--- src/logic/pirq_defs.vh ---
`ifndef PIRQ_DEFS_VH
`define PIRQ_DEFS_VH
// ****************************************
// register offsets
// ****************************************
`define PIRQ_OFS_CAPCOMP_EN 8'h00
`define PIRQ_OFS_MISC_EN 8'h01
`define PIRQ_OFS_MEAS_EN 8'h02
`define PIRQ_OFS_STATUS 8'h03
`define PIRQ_OFS_CONTROL 8'h04
`define PIRQ_OFS_PIN_SEL 8'h05
`define PIRQ_OFS_STATUS_EN 8'h06
// ****************************************
// implemented bit masks
// ****************************************
`define PIRQ_MASK_CAPCOMP 8'h1f
`define PIRQ_MASK_MISC 8'hf7
`define PIRQ_MASK_MEAS 8'h3f
`define PIRQ_MASK_STATUS 8'h31
`define PIRQ_MASK_CONTROL 8'hc0
`define PIRQ_MASK_PIN_SEL 8'h07
// ****************************************
// field positions
// ****************************************
`define PIRQ_BIT_TMR0_FLAG 5
`define PIRQ_BIT_PIN_CHANGE 4
`define PIRQ_BIT_EXT_FLAG 0
`define PIRQ_BIT_GLOBAL_GATE 7
`define PIRQ_BIT_PERIPH_GATE 6
`define PIRQ_BIT_SCANNER 7
`define PIRQ_BIT_CHECKSUM 6
`define PIRQ_BIT_NONVOL 5
`define PIRQ_BIT_OSC_ROLL 4
`define PIRQ_BIT_WAVEGEN3 2
`define PIRQ_BIT_WAVEGEN2 1
`define PIRQ_BIT_WAVEGEN1 0
`define PIRQ_BIT_MEAS1_OVF 0
`define PIRQ_BIT_MEAS1_PER 1
`define PIRQ_BIT_MEAS1_PW 2
`define PIRQ_BIT_MEAS2_OVF 3
`define PIRQ_BIT_MEAS2_PER 4
`define PIRQ_BIT_MEAS2_PW 5
// ****************************************
// reset values
// ****************************************
`define PIRQ_RST_BYTE 8'h00
`define PIRQ_RST_SEL 3'h0
`endif

--- src/logic/pirq_enable_status.v ---
`timescale 1ns/1ps
`default_nettype none
`include "pirq_defs.vh"

module pirq_enable_status (
    input wire clk_in, // 20 mhz system clock
    input wire rst_n_in, // async reset, active low
    input wire [7:0] addr_in, // register address
    input wire [7:0] wr_data_in, // register write data
    input wire wr_in, // write strobe
    input wire rd_in, // read strobe
    input wire [4:0] capcomp_req_in, // capture/compare channel flags
    input wire [7:0] misc_req_in, // scanner..wavegen flags, bit layout as enable
    input wire [5:0] meas_req_in, // measurement timer flags, layout as enable
    input wire tmr0_ovf_in, // timer-zero overflow pulse
    input wire [4:0] port_edge_flags_in, // per-port pin-change edge flags
    input wire [7:0] gpio_in, // general-purpose pin levels
    output reg [7:0] rd_data_out, // read data, cycle after read strobe
    output reg periph_irq_req_out // interrupt request to the core
);
    // ****************************************
    // registers
    // ****************************************
    reg [4:0] capcomp_irq_enable; // capture/compare enables
    reg [7:0] misc_periph_irq_enable; // scanner..wavegen enables
    reg [5:0] meas_timer_irq_enable; // measurement timer enables
    reg timer_zero_overflow_flag; // sticky timer-zero flag
    reg ext_pin_irq_flag; // sticky external pin flag
    reg periph_irq_gate; // peripheral interrupt gate
    reg global_irq_gate; // global interrupt gate
    reg [2:0] ext_pin_select; // external pin source select
    reg [7:0] status_irq_enable; // enables for status flags

    // ****************************************
    // decode and next values
    // ****************************************
    wire wr_capcomp; // write to capture/compare enables
    wire wr_misc; // write to misc enables
    wire wr_meas; // write to measurement enables
    wire wr_status; // write to status register
    wire wr_control; // write to control register
    wire wr_pin_sel; // write to pin select
    wire wr_status_en; // write to status enables
    wire ext_edge; // external pin event pulse
    wire pin_change_summary_flag; // or of port edge flags
    wire next_tmr0_flag; // next timer-zero flag
    wire next_ext_flag; // next external pin flag
    wire [7:0] status_view; // status register as read
    wire [17:0] pend_flags; // every gated peripheral flag
    wire [17:0] pend_enables; // matching enables
    wire [17:0] pending; // flag and enable per source
    wire [7:0] status_pend; // status flags masked by enable
    reg [7:0] read_mux; // selected read value
    reg next_req; // next interrupt request

    // address decode, writes need the strobe
    // reads need no decode here, the read mux takes the address as is
    assign wr_capcomp = wr_in && (addr_in == `PIRQ_OFS_CAPCOMP_EN);
    assign wr_misc = wr_in && (addr_in == `PIRQ_OFS_MISC_EN);
    assign wr_meas = wr_in && (addr_in == `PIRQ_OFS_MEAS_EN);
    assign wr_status = wr_in && (addr_in == `PIRQ_OFS_STATUS);
    assign wr_control = wr_in && (addr_in == `PIRQ_OFS_CONTROL);
    assign wr_pin_sel = wr_in && (addr_in == `PIRQ_OFS_PIN_SEL);
    assign wr_status_en = wr_in && (addr_in == `PIRQ_OFS_STATUS_EN);

    // ****************************************
    // external pin source
    // ****************************************
    // the chosen gpio feeds an edge detector
    // only a low-to-high change of the chosen pin counts
    // moving the select onto a pin that is high may count as one edge
    pirq_ext_pin_sel u_ext_sel (
        .clk_in(clk_in),
        .rst_n_in(rst_n_in),
        .gpio_in(gpio_in),
        .sel_in(ext_pin_select),
        .edge_out(ext_edge)
    );

    // ****************************************
    // status flags
    // ****************************************
    // summary is live, not stored; no write reaches it
    // software clears it by clearing every port edge flag
    assign pin_change_summary_flag = |port_edge_flags_in;

    // a written one sets a flag, a written zero clears it
    // set wins over a software write of zero in the same cycle
    assign next_tmr0_flag = tmr0_ovf_in |
        (wr_status ? wr_data_in[`PIRQ_BIT_TMR0_FLAG] : timer_zero_overflow_flag);
    assign next_ext_flag = ext_edge |
        (wr_status ? wr_data_in[`PIRQ_BIT_EXT_FLAG] : ext_pin_irq_flag);

    // assemble status with unused bits at zero
    assign status_view = {2'h0, timer_zero_overflow_flag,
        pin_change_summary_flag, 3'h0, ext_pin_irq_flag};

    // flags update with no enable in their path
    // neither the enables nor the gates hold a flag back
    always @(posedge clk_in or negedge rst_n_in) begin
        if (!rst_n_in) begin
            timer_zero_overflow_flag <= 1'b0;
            ext_pin_irq_flag <= 1'b0;
        end else begin
            timer_zero_overflow_flag <= next_tmr0_flag;
            ext_pin_irq_flag <= next_ext_flag;
        end
    end

    // ****************************************
    // enable registers
    // ****************************************
    // only implemented bits are stored
    // unimplemented positions read zero; misc bit 3 has a flop that the mask keeps at zero
    always @(posedge clk_in or negedge rst_n_in) begin
        if (!rst_n_in) begin
            capcomp_irq_enable <= 5'h00;
            misc_periph_irq_enable <= `PIRQ_RST_BYTE;
            meas_timer_irq_enable <= 6'h00;
        end else begin
            // capture/compare channel 1 at bit 0 up to 5 at bit 4
            if (wr_capcomp) begin
                capcomp_irq_enable <= wr_data_in[4:0];
            end
            // bit 3 is dropped by the mask
            if (wr_misc) begin
                misc_periph_irq_enable <= wr_data_in & `PIRQ_MASK_MISC;
            end
            // top two bits are not stored
            if (wr_meas) begin
                meas_timer_irq_enable <= wr_data_in[5:0];
            end
        end
    end

    // ****************************************
    // control, pin select and status enables
    // ****************************************
    // gates, pin source and status flag enables
    // other control bits are not kept here and read zero
    always @(posedge clk_in or negedge rst_n_in) begin
        if (!rst_n_in) begin
            periph_irq_gate <= 1'b0;
            global_irq_gate <= 1'b0;
            ext_pin_select <= `PIRQ_RST_SEL;
            status_irq_enable <= `PIRQ_RST_BYTE;
        end else begin
            // both gates live in the control register
            if (wr_control) begin
                periph_irq_gate <= wr_data_in[`PIRQ_BIT_PERIPH_GATE];
                global_irq_gate <= wr_data_in[`PIRQ_BIT_GLOBAL_GATE];
            end
            // pin index for the external source
            if (wr_pin_sel) begin
                ext_pin_select <= wr_data_in[2:0];
            end
            // enables share the status bit layout
            if (wr_status_en) begin
                status_irq_enable <= wr_data_in & `PIRQ_MASK_STATUS;
            end
        end
    end

    // ****************************************
    // request combine
    // ****************************************
    // one named enable per source, in its register bit place
    wire capcomp1_irq_en = capcomp_irq_enable[0];
    wire capcomp2_irq_en = capcomp_irq_enable[1]; // channel 2
    wire capcomp3_irq_en = capcomp_irq_enable[2]; // channel 3
    wire capcomp4_irq_en = capcomp_irq_enable[3]; // channel 4
    wire capcomp5_irq_en = capcomp_irq_enable[4]; // channel 5
    // scanner and checksum at the top of the misc register
    wire mem_scanner_irq_en = misc_periph_irq_enable[`PIRQ_BIT_SCANNER];
    wire checksum_irq_en = misc_periph_irq_enable[`PIRQ_BIT_CHECKSUM];
    // nonvolatile task and oscillator rollover below them
    wire nonvol_task_irq_en = misc_periph_irq_enable[`PIRQ_BIT_NONVOL];
    wire osc_rollover_irq_en = misc_periph_irq_enable[`PIRQ_BIT_OSC_ROLL];
    // wave generators 3..1 at bits 2..0
    wire wavegen3_irq_en = misc_periph_irq_enable[`PIRQ_BIT_WAVEGEN3];
    wire wavegen2_irq_en = misc_periph_irq_enable[`PIRQ_BIT_WAVEGEN2];
    wire wavegen1_irq_en = misc_periph_irq_enable[`PIRQ_BIT_WAVEGEN1];
    // timer 1 in the low three bits
    wire meas1_overflow_irq_en = meas_timer_irq_enable[`PIRQ_BIT_MEAS1_OVF];
    wire meas1_period_irq_en = meas_timer_irq_enable[`PIRQ_BIT_MEAS1_PER];
    wire meas1_pulsewidth_irq_en = meas_timer_irq_enable[`PIRQ_BIT_MEAS1_PW];
    // timer 2 above it, overflow lowest
    wire meas2_overflow_irq_en = meas_timer_irq_enable[`PIRQ_BIT_MEAS2_OVF];
    wire meas2_period_irq_en = meas_timer_irq_enable[`PIRQ_BIT_MEAS2_PER];
    wire meas2_pulsewidth_irq_en = meas_timer_irq_enable[`PIRQ_BIT_MEAS2_PW];

    // peripheral sources, each flag beside its enable
    assign pend_flags = {meas_req_in, misc_req_in[7:4],
        misc_req_in[2:0], capcomp_req_in};
    assign pend_enables = {meas2_pulsewidth_irq_en, meas2_period_irq_en, meas2_overflow_irq_en,
        meas1_pulsewidth_irq_en, meas1_period_irq_en, meas1_overflow_irq_en,
        mem_scanner_irq_en, checksum_irq_en, nonvol_task_irq_en, osc_rollover_irq_en,
        wavegen3_irq_en, wavegen2_irq_en, wavegen1_irq_en, capcomp5_irq_en,
        capcomp4_irq_en, capcomp3_irq_en, capcomp2_irq_en, capcomp1_irq_en};

    // one and-gate per source
    genvar gi;
    generate
        for (gi = 0; gi < 18; gi = gi + 1) begin : g_pend
            assign pending[gi] = pend_flags[gi] & pend_enables[gi];
        end
    endgenerate

    // status flags need only their enable and the global gate
    // the peripheral gate covers only the three enable registers
    assign status_pend = status_view & status_irq_enable;

    // request follows flags, enables and both gates
    always @* begin
        next_req = 1'b0;
        // peripheral group needs the peripheral gate
        if (global_irq_gate && periph_irq_gate && (|pending)) begin
            next_req = 1'b1;
        end
        // status group bypasses the peripheral gate
        if (global_irq_gate && (|status_pend)) begin
            next_req = 1'b1;
        end
    end

    // registered request to the core
    // a flop keeps the request free of decode glitches
    always @(posedge clk_in or negedge rst_n_in) begin
        if (!rst_n_in) begin
            periph_irq_req_out <= 1'b0;
        end else begin
            periph_irq_req_out <= next_req;
        end
    end

    // ****************************************
    // read path
    // ****************************************
    // select the addressed register, zero padded
    always @* begin
        case (addr_in)
            `PIRQ_OFS_CAPCOMP_EN: begin
                // five channel enables, top three bits zero
                read_mux = {3'h0, capcomp_irq_enable};
            end
            `PIRQ_OFS_MISC_EN: begin
                // the mask keeps bit 3 at zero, so it reads zero
                read_mux = misc_periph_irq_enable;
            end
            `PIRQ_OFS_MEAS_EN: begin
                // six timer enables, top two bits zero
                read_mux = {2'h0, meas_timer_irq_enable};
            end
            `PIRQ_OFS_STATUS: begin
                // sticky flags plus the live summary
                read_mux = status_view;
            end
            `PIRQ_OFS_CONTROL: begin
                // only the two gates are kept here
                read_mux = {global_irq_gate, periph_irq_gate, 6'h00};
            end
            `PIRQ_OFS_PIN_SEL: begin
                // pin index in the low three bits
                read_mux = {5'h00, ext_pin_select};
            end
            `PIRQ_OFS_STATUS_EN: begin
                read_mux = status_irq_enable;
            end
            default: begin
                // unmapped addresses read zero
                read_mux = 8'h00;
            end
        endcase
    end

    // read data stands only in the cycle after the strobe
    always @(posedge clk_in or negedge rst_n_in) begin
        if (!rst_n_in) begin
            rd_data_out <= 8'h00;
        end else if (rd_in) begin
            rd_data_out <= read_mux;
        end else begin
            rd_data_out <= 8'h00;
        end
    end
endmodule // pirq_enable_status
`default_nettype wire

--- src/logic/pirq_ext_pin_sel.v ---
`timescale 1ns/1ps
`default_nettype none
// ****************************************
// external pin select and edge detect
// ****************************************
module pirq_ext_pin_sel (
    input wire clk_in, // system clock
    input wire rst_n_in, // async reset, active low
    input wire [7:0] gpio_in, // general-purpose pin levels
    input wire [2:0] sel_in, // which pin feeds the external irq
    output reg edge_out // one-cycle pulse on rising edge
);
    reg sel_level; // previous level of the chosen pin
    wire cur_level; // chosen pin now

    // pick the pin named by the select field
    assign cur_level = gpio_in[sel_in];

    // remember level, pulse on a low-to-high change
    always @(posedge clk_in or negedge rst_n_in) begin
        if (!rst_n_in) begin
            sel_level <= 1'b0;
            edge_out <= 1'b0;
        end else begin
            sel_level <= cur_level;
            edge_out <= cur_level & ~sel_level;
        end
    end
endmodule // pirq_ext_pin_sel
`default_nettype wire

--- config.mk ---
export PLATFORM = sky130hd
export DESIGN_NAME = pirq_enable_status
export DESIGN_NICKNAME = d
export VERILOG_FILES = /design/src/logic/pirq_enable_status.v /design/src/logic/pirq_ext_pin_sel.v
export VERILOG_INCLUDE_DIRS = /design/src /design/src/logic
export SDC_FILE = /design/constraint.sdc
export NUM_CORES = 1
export LEC_CHECK = 0
export BUFFER_PORTS_ARGS = -buffer_cell sky130_fd_sc_hd__buf_2
export CAP_MARGIN = 20
export CORE_AREA = 2 2 49 97
export DETAILED_ROUTE_END_ITERATION = 10
export DIE_AREA = 0 0 51 99
export GPL_TIMING_DRIVEN = 0
export PLACE_DENSITY = 0.73
export RECOVER_POWER = 50
export SKIP_CTS_REPAIR_TIMING = 1
export SLEW_MARGIN = 40
export SYNTH_ARGS = -nofsm -noshare
export SYNTH_HDL_FRONTEND = slang
export SYNTH_SLANG_ARGS = --single-unit
export TNS_END_PERCENT = 10
--- constraint.sdc ---
create_clock -name clk_in -period 1.4 [get_ports clk_in]
set_input_delay 0.07 -clock clk_in [delete_from_list [all_inputs] [get_ports clk_in]]
set_output_delay 0.07 -clock clk_in [all_outputs]
set_load 0.03 [all_outputs]
==> Implementation_results.wiki <==
{| class="wikitable"
! Metric !! Value
|-
| Run status || complete, but fails checks
|-
| Failing checks || setup timing
|-
| Congestion Overflow GR || 0
|-
| Worst-Skew Late Latency || 0.30 ns
|-
| Largest area contributor in the synthesized netlist || sky130_fd_sc_hd__dfrtp_1
|-
| Number of enable-type register cells in the synthesized netlist || 0
|-
| Endpoint required time on the critical path || about 1.6 ns
|-
| Flip-flop cell with the highest count after synthesis || sky130_fd_sc_hd__dfrtp_1
|-
| Tightest Hold Check Type || primary input to flop
|-
| Num CTS Buffers || 5
|-
| Final HPWL from detailed placement || roughly 3600 µm
|-
| Most numerous cell types in the synthesized netlist || sky130_fd_sc_hd__dfrtp_1, sky130_fd_sc_hd__mux2_2, sky130_fd_sc_hd__nand3_1, sky130_fd_sc_hd__a22oi_1, sky130_fd_sc_hd__nor2_1
|-
| CP max FO || 6
|-
| Path type of the worst setup path || primary input to flop
|-
| Part of the power in combinational logic || between 10% and 20%
|-
| RSZ-0062 raised after global routing || true
|-
| Distinct cells, synth || 31
|-
| Filler instances || around 380
|-
| Compound-cell area share of the yosys netlist || between 10% and 20%
|-
| Pre-antenna DRT Iters || 4
|-
| Pre-CTS setup slack || -0.5072 ns
|-
| Final #Nets || 280
|-
| Combinational family with the most area after synthesis || multiplexers
|-
| Smallest setup slack after layout || -0.03659 ns
|-
| Area grow syn2layout || 33.51%
|-
| Cell types with the largest area share after synthesis || sky130_fd_sc_hd__dfrtp_1, sky130_fd_sc_hd__mux2_2, sky130_fd_sc_hd__a22oi_1, sky130_fd_sc_hd__nand3_1, sky130_fd_sc_hd__mux4_2
|-
| Power consumption || between 2 and 3 mW
|-
| Critical path endpoint category || flop
|-
| Switching part of the total || 21.70%
|-
| Max-Slew Margin vs Limit || 37.09%
|-
| Horizontal die dimension || 51 µm
|-
| Average instance area after synthesis || 12.24 µm²
|-
| P per Cell Area || around 1000 nW/µm²
|-
| Sinks on the clock net || 39
|-
| Initial antenna violation count || 0
|-
| Proportion of synthesized area in mux cells || roughly 22%
|-
| Critical Path Source Type || primary input
|-
| Number of failing setup endpoints in the final timing report || 14
|-
| Synthesized-area fraction occupied by adder cells || 0%
|-
| RePlAce Congestion || 0.8886
|-
| Most frequent cell after synthesis || sky130_fd_sc_hd__dfrtp_1
|-
| Mapped Cells || approximately 150
|-
| Syn. warnings || 0
|-
| Antenna Cells || 0
|-
| Final Critical Period || about 1.4 ns
|-
| Vertical extent of the die || just under 100 µm
|-
| Static Leakage || 1.224 nW
|-
| Antenna viol nets, final || 0
|-
| Post-synth design cell area || between 1500 and 2000 µm²
|-
| Largest net degree at the start of global routing || 40
|-
| TritonCTS clock tree || yes
|-
| Top-area cell type share of the netlist area || 51.76%
|-
| Boundary pin count || between 60 and 70
|-
| Die outline area || about 5000 µm²
|-
| Sequential cell fraction of total power || around 47%
|-
| Hold violation total from the final report || 0
|-
| Net switching component of the power || 0.5607 mW
|-
| Post-CTS clock slew at the launch and capture registers of the worst setup and hold paths || approximately 0.070 ns
|-
| Fraction of synthesis flops using an asynchronous set or reset pin || 100.0%
|-
| Number of remaining DRC errors || 0
|-
| Maximum Capacitance Violations || 0
|-
| Detail-routed net length per standard cell || ~17 µm
|-
| Sequential fraction of the synthesis area || between 50% and 60%
|-
| Final TNS setup || -0.1819 ns
|-
| Highest clock rate || between 600 and 700 MHz
|-
| Largest buffer count on any clock path || 2
|-
| Worst-case clock skew || 0.008817 ns
|-
| Wire length after detailed routing || roughly 4700 µm
|-
| Slew @ Worst Pin || between 0.9 and 1 ns
|-
| Number of vias in the routed layout || approximately 1500
|-
| Global-route wire length before repair || approximately 7600 µm
|-
| Worst-case vdd ir drop || around 0.00088 V
|-
| Global-route total usage across every layer || 20.44%
|-
| Area inside the core boundary || 4297 µm²
|-
| Synthesis-stage register bit count || 39
|-
| Xor and xnor area share after synthesis || 0%
|-
| Final slew viol count || 0
|-
| Internal power || around 2 mW
|-
| Detailed-route vias per instance || ~5.5
|-
| Clock Power Share || between 40% and 50%
|-
| Finished Core Util || roughly three fifths
|-
| Starting Density || a little over two fifths
|-
| Syn_nets || ~210
|-
| Simple-gate share of the synthesized area || 13.74%
|-
| Core Rows || 34
|-
| Ratio of cells with drive above 1 in the final layout || about 50%
|-
| H-tree levels || 2
|-
| Number of DRC violations after detailed-routing iteration 0 || 30
|-
| Worst Path Arrival || ~1.6 ns
|-
| Port Buf Inserts || 60
|-
| Final worst path period share || 102.6%
|-
| Root buf cell || sky130_fd_sc_hd__clkbuf_8
|-
| Number of global-route vias before repair || roughly 1600
|}
[path summary, 6_finish.rpt]
| kind | start | end | slack, ns | depth (start not counted) |
|---|---|---|---|---|
| min reg2reg | u_ext_sel.sel_level | u_ext_sel.edge_out | 0.40 | 1 |
| min | wr_data_in[3] | capcomp_irq_enable[3] | 0.03 | 2 |
| max in group asynchronous | rst_n_in | ext_pin_select[0] | 0.31 | 2 |
| min in group asynchronous | rst_n_in | rd_data_out[1] | 0.44 | 2 |
| max | addr_in[6] | meas_timer_irq_enable[5] | -0.04 | 6 |
| max reg2reg | ext_pin_select[0] | u_ext_sel.edge_out | -0.02 | 3 |
[stage by stage]
| step | hold WS [ns] | std cells | cell area [µm²] |
|---|---|---|---|
| 2_1_floorplan | -0.2256 | 154 | 1891 |
| 6_report | 0.02996 | 282 | 2517 |
| 5_1_grt | 0.02876 | 282 | 2517 |
| 4_1_cts | -0.2489 | 276 | 2394 |
| 3_5_place_dp | 0.06984 | 268 | 2261 |
| 3_3_place_gp | 0.2319 | 268 | 2258 |
[cells in the final DEF (no fill, tap or decap), drive strengths merged, types with 3 or more instances in the layout]
master,netlist,layout
nor2,10,10
o21ai,3,3
mux2i,4,4
inv,3,3
a21oi,4,4
mux2,27,27
mux4,3,3
nand2,7,7
dfrtp,39,39
a22oi,10,10
nand3,16,16
nor2b,3,3
buf,0,63
clkbuf,5,12
[cell type report]
class	instances	area, µm²	share of cell area [%]
Tap cell	54	67.56	2.684
Multi-Input combinational cell	107	940.9	37.38
Buffer	5	18.77	0.7455
Clock buffer	6	72.57	2.883
Inverter	3	11.26	0.4473
Clock inverter	2	60.06	2.386
Timing Repair Buffer	66	369.1	14.66
Sequential cell	39	977.2	38.82
[critical path, cell delays in order]
cell,delay [ns]
sky130_fd_sc_hd__buf_6,0.09
sky130_fd_sc_hd__or4_4,0.58
sky130_fd_sc_hd__nor3_4,0.26
sky130_fd_sc_hd__buf_12,0.15
sky130_fd_sc_hd__nand3_4,0.13
sky130_fd_sc_hd__mux2_4,0.33
[sequential cells by signal, indices dropped and copies added (netlist names)]
name                      flops
u_ext_sel.edge_out            1
meas_timer_irq_enable         6
ext_pin_irq_flag              1
periph_irq_gate               1
capcomp_irq_enable            5
misc_periph_irq_enable        7
periph_irq_req_out            1
timer_zero_overflow_flag      1
rd_data_out                   8
ext_pin_select                3
global_irq_gate               1
status_irq_enable             3
u_ext_sel.sel_level           1
[cell families after synthesis]
logic type | count (synthesis)
AOI/OAI and AO/OA | 29
buffers and inverters | 8
and+or+nand+nor | 44
muxes | 34
DFF | 39
[power groups by stage]
| stage | logic (mW) | registers [mW] | clock network (mW) |
|---|---|---|---|
| after detailed placement | 0.256 | 1.23 | 0 |
| after floorplan | 0.120 | 1.21 | 0 |
| after CTS | 0.257 | 1.20 | 1.12 |
| after global routing | 0.303 | 1.21 | 1.15 |
| final | 0.273 | 1.21 | 1.10 |
| after global placement | 0.251 | 1.22 | 0 |
[metal layers]
| metal | share of wire, % | vias to the layer above | GRT usage, % | wire length [µm] |
|---|---|---|---|---|
| li1 | - | 727 | - | - |
| met1 | 36 | 756 | 20.87 | 1670 |
| met2 | 56 | 48 | 36.76 | 2648 |
| met3 | 4.6 | 13 | 4.242 | 216 |
| met4 | 3.6 | 0 | 11.64 | 169 |
| met5 | 0 | - | 0 | 0 |
(Power assumes the default switching activity.)
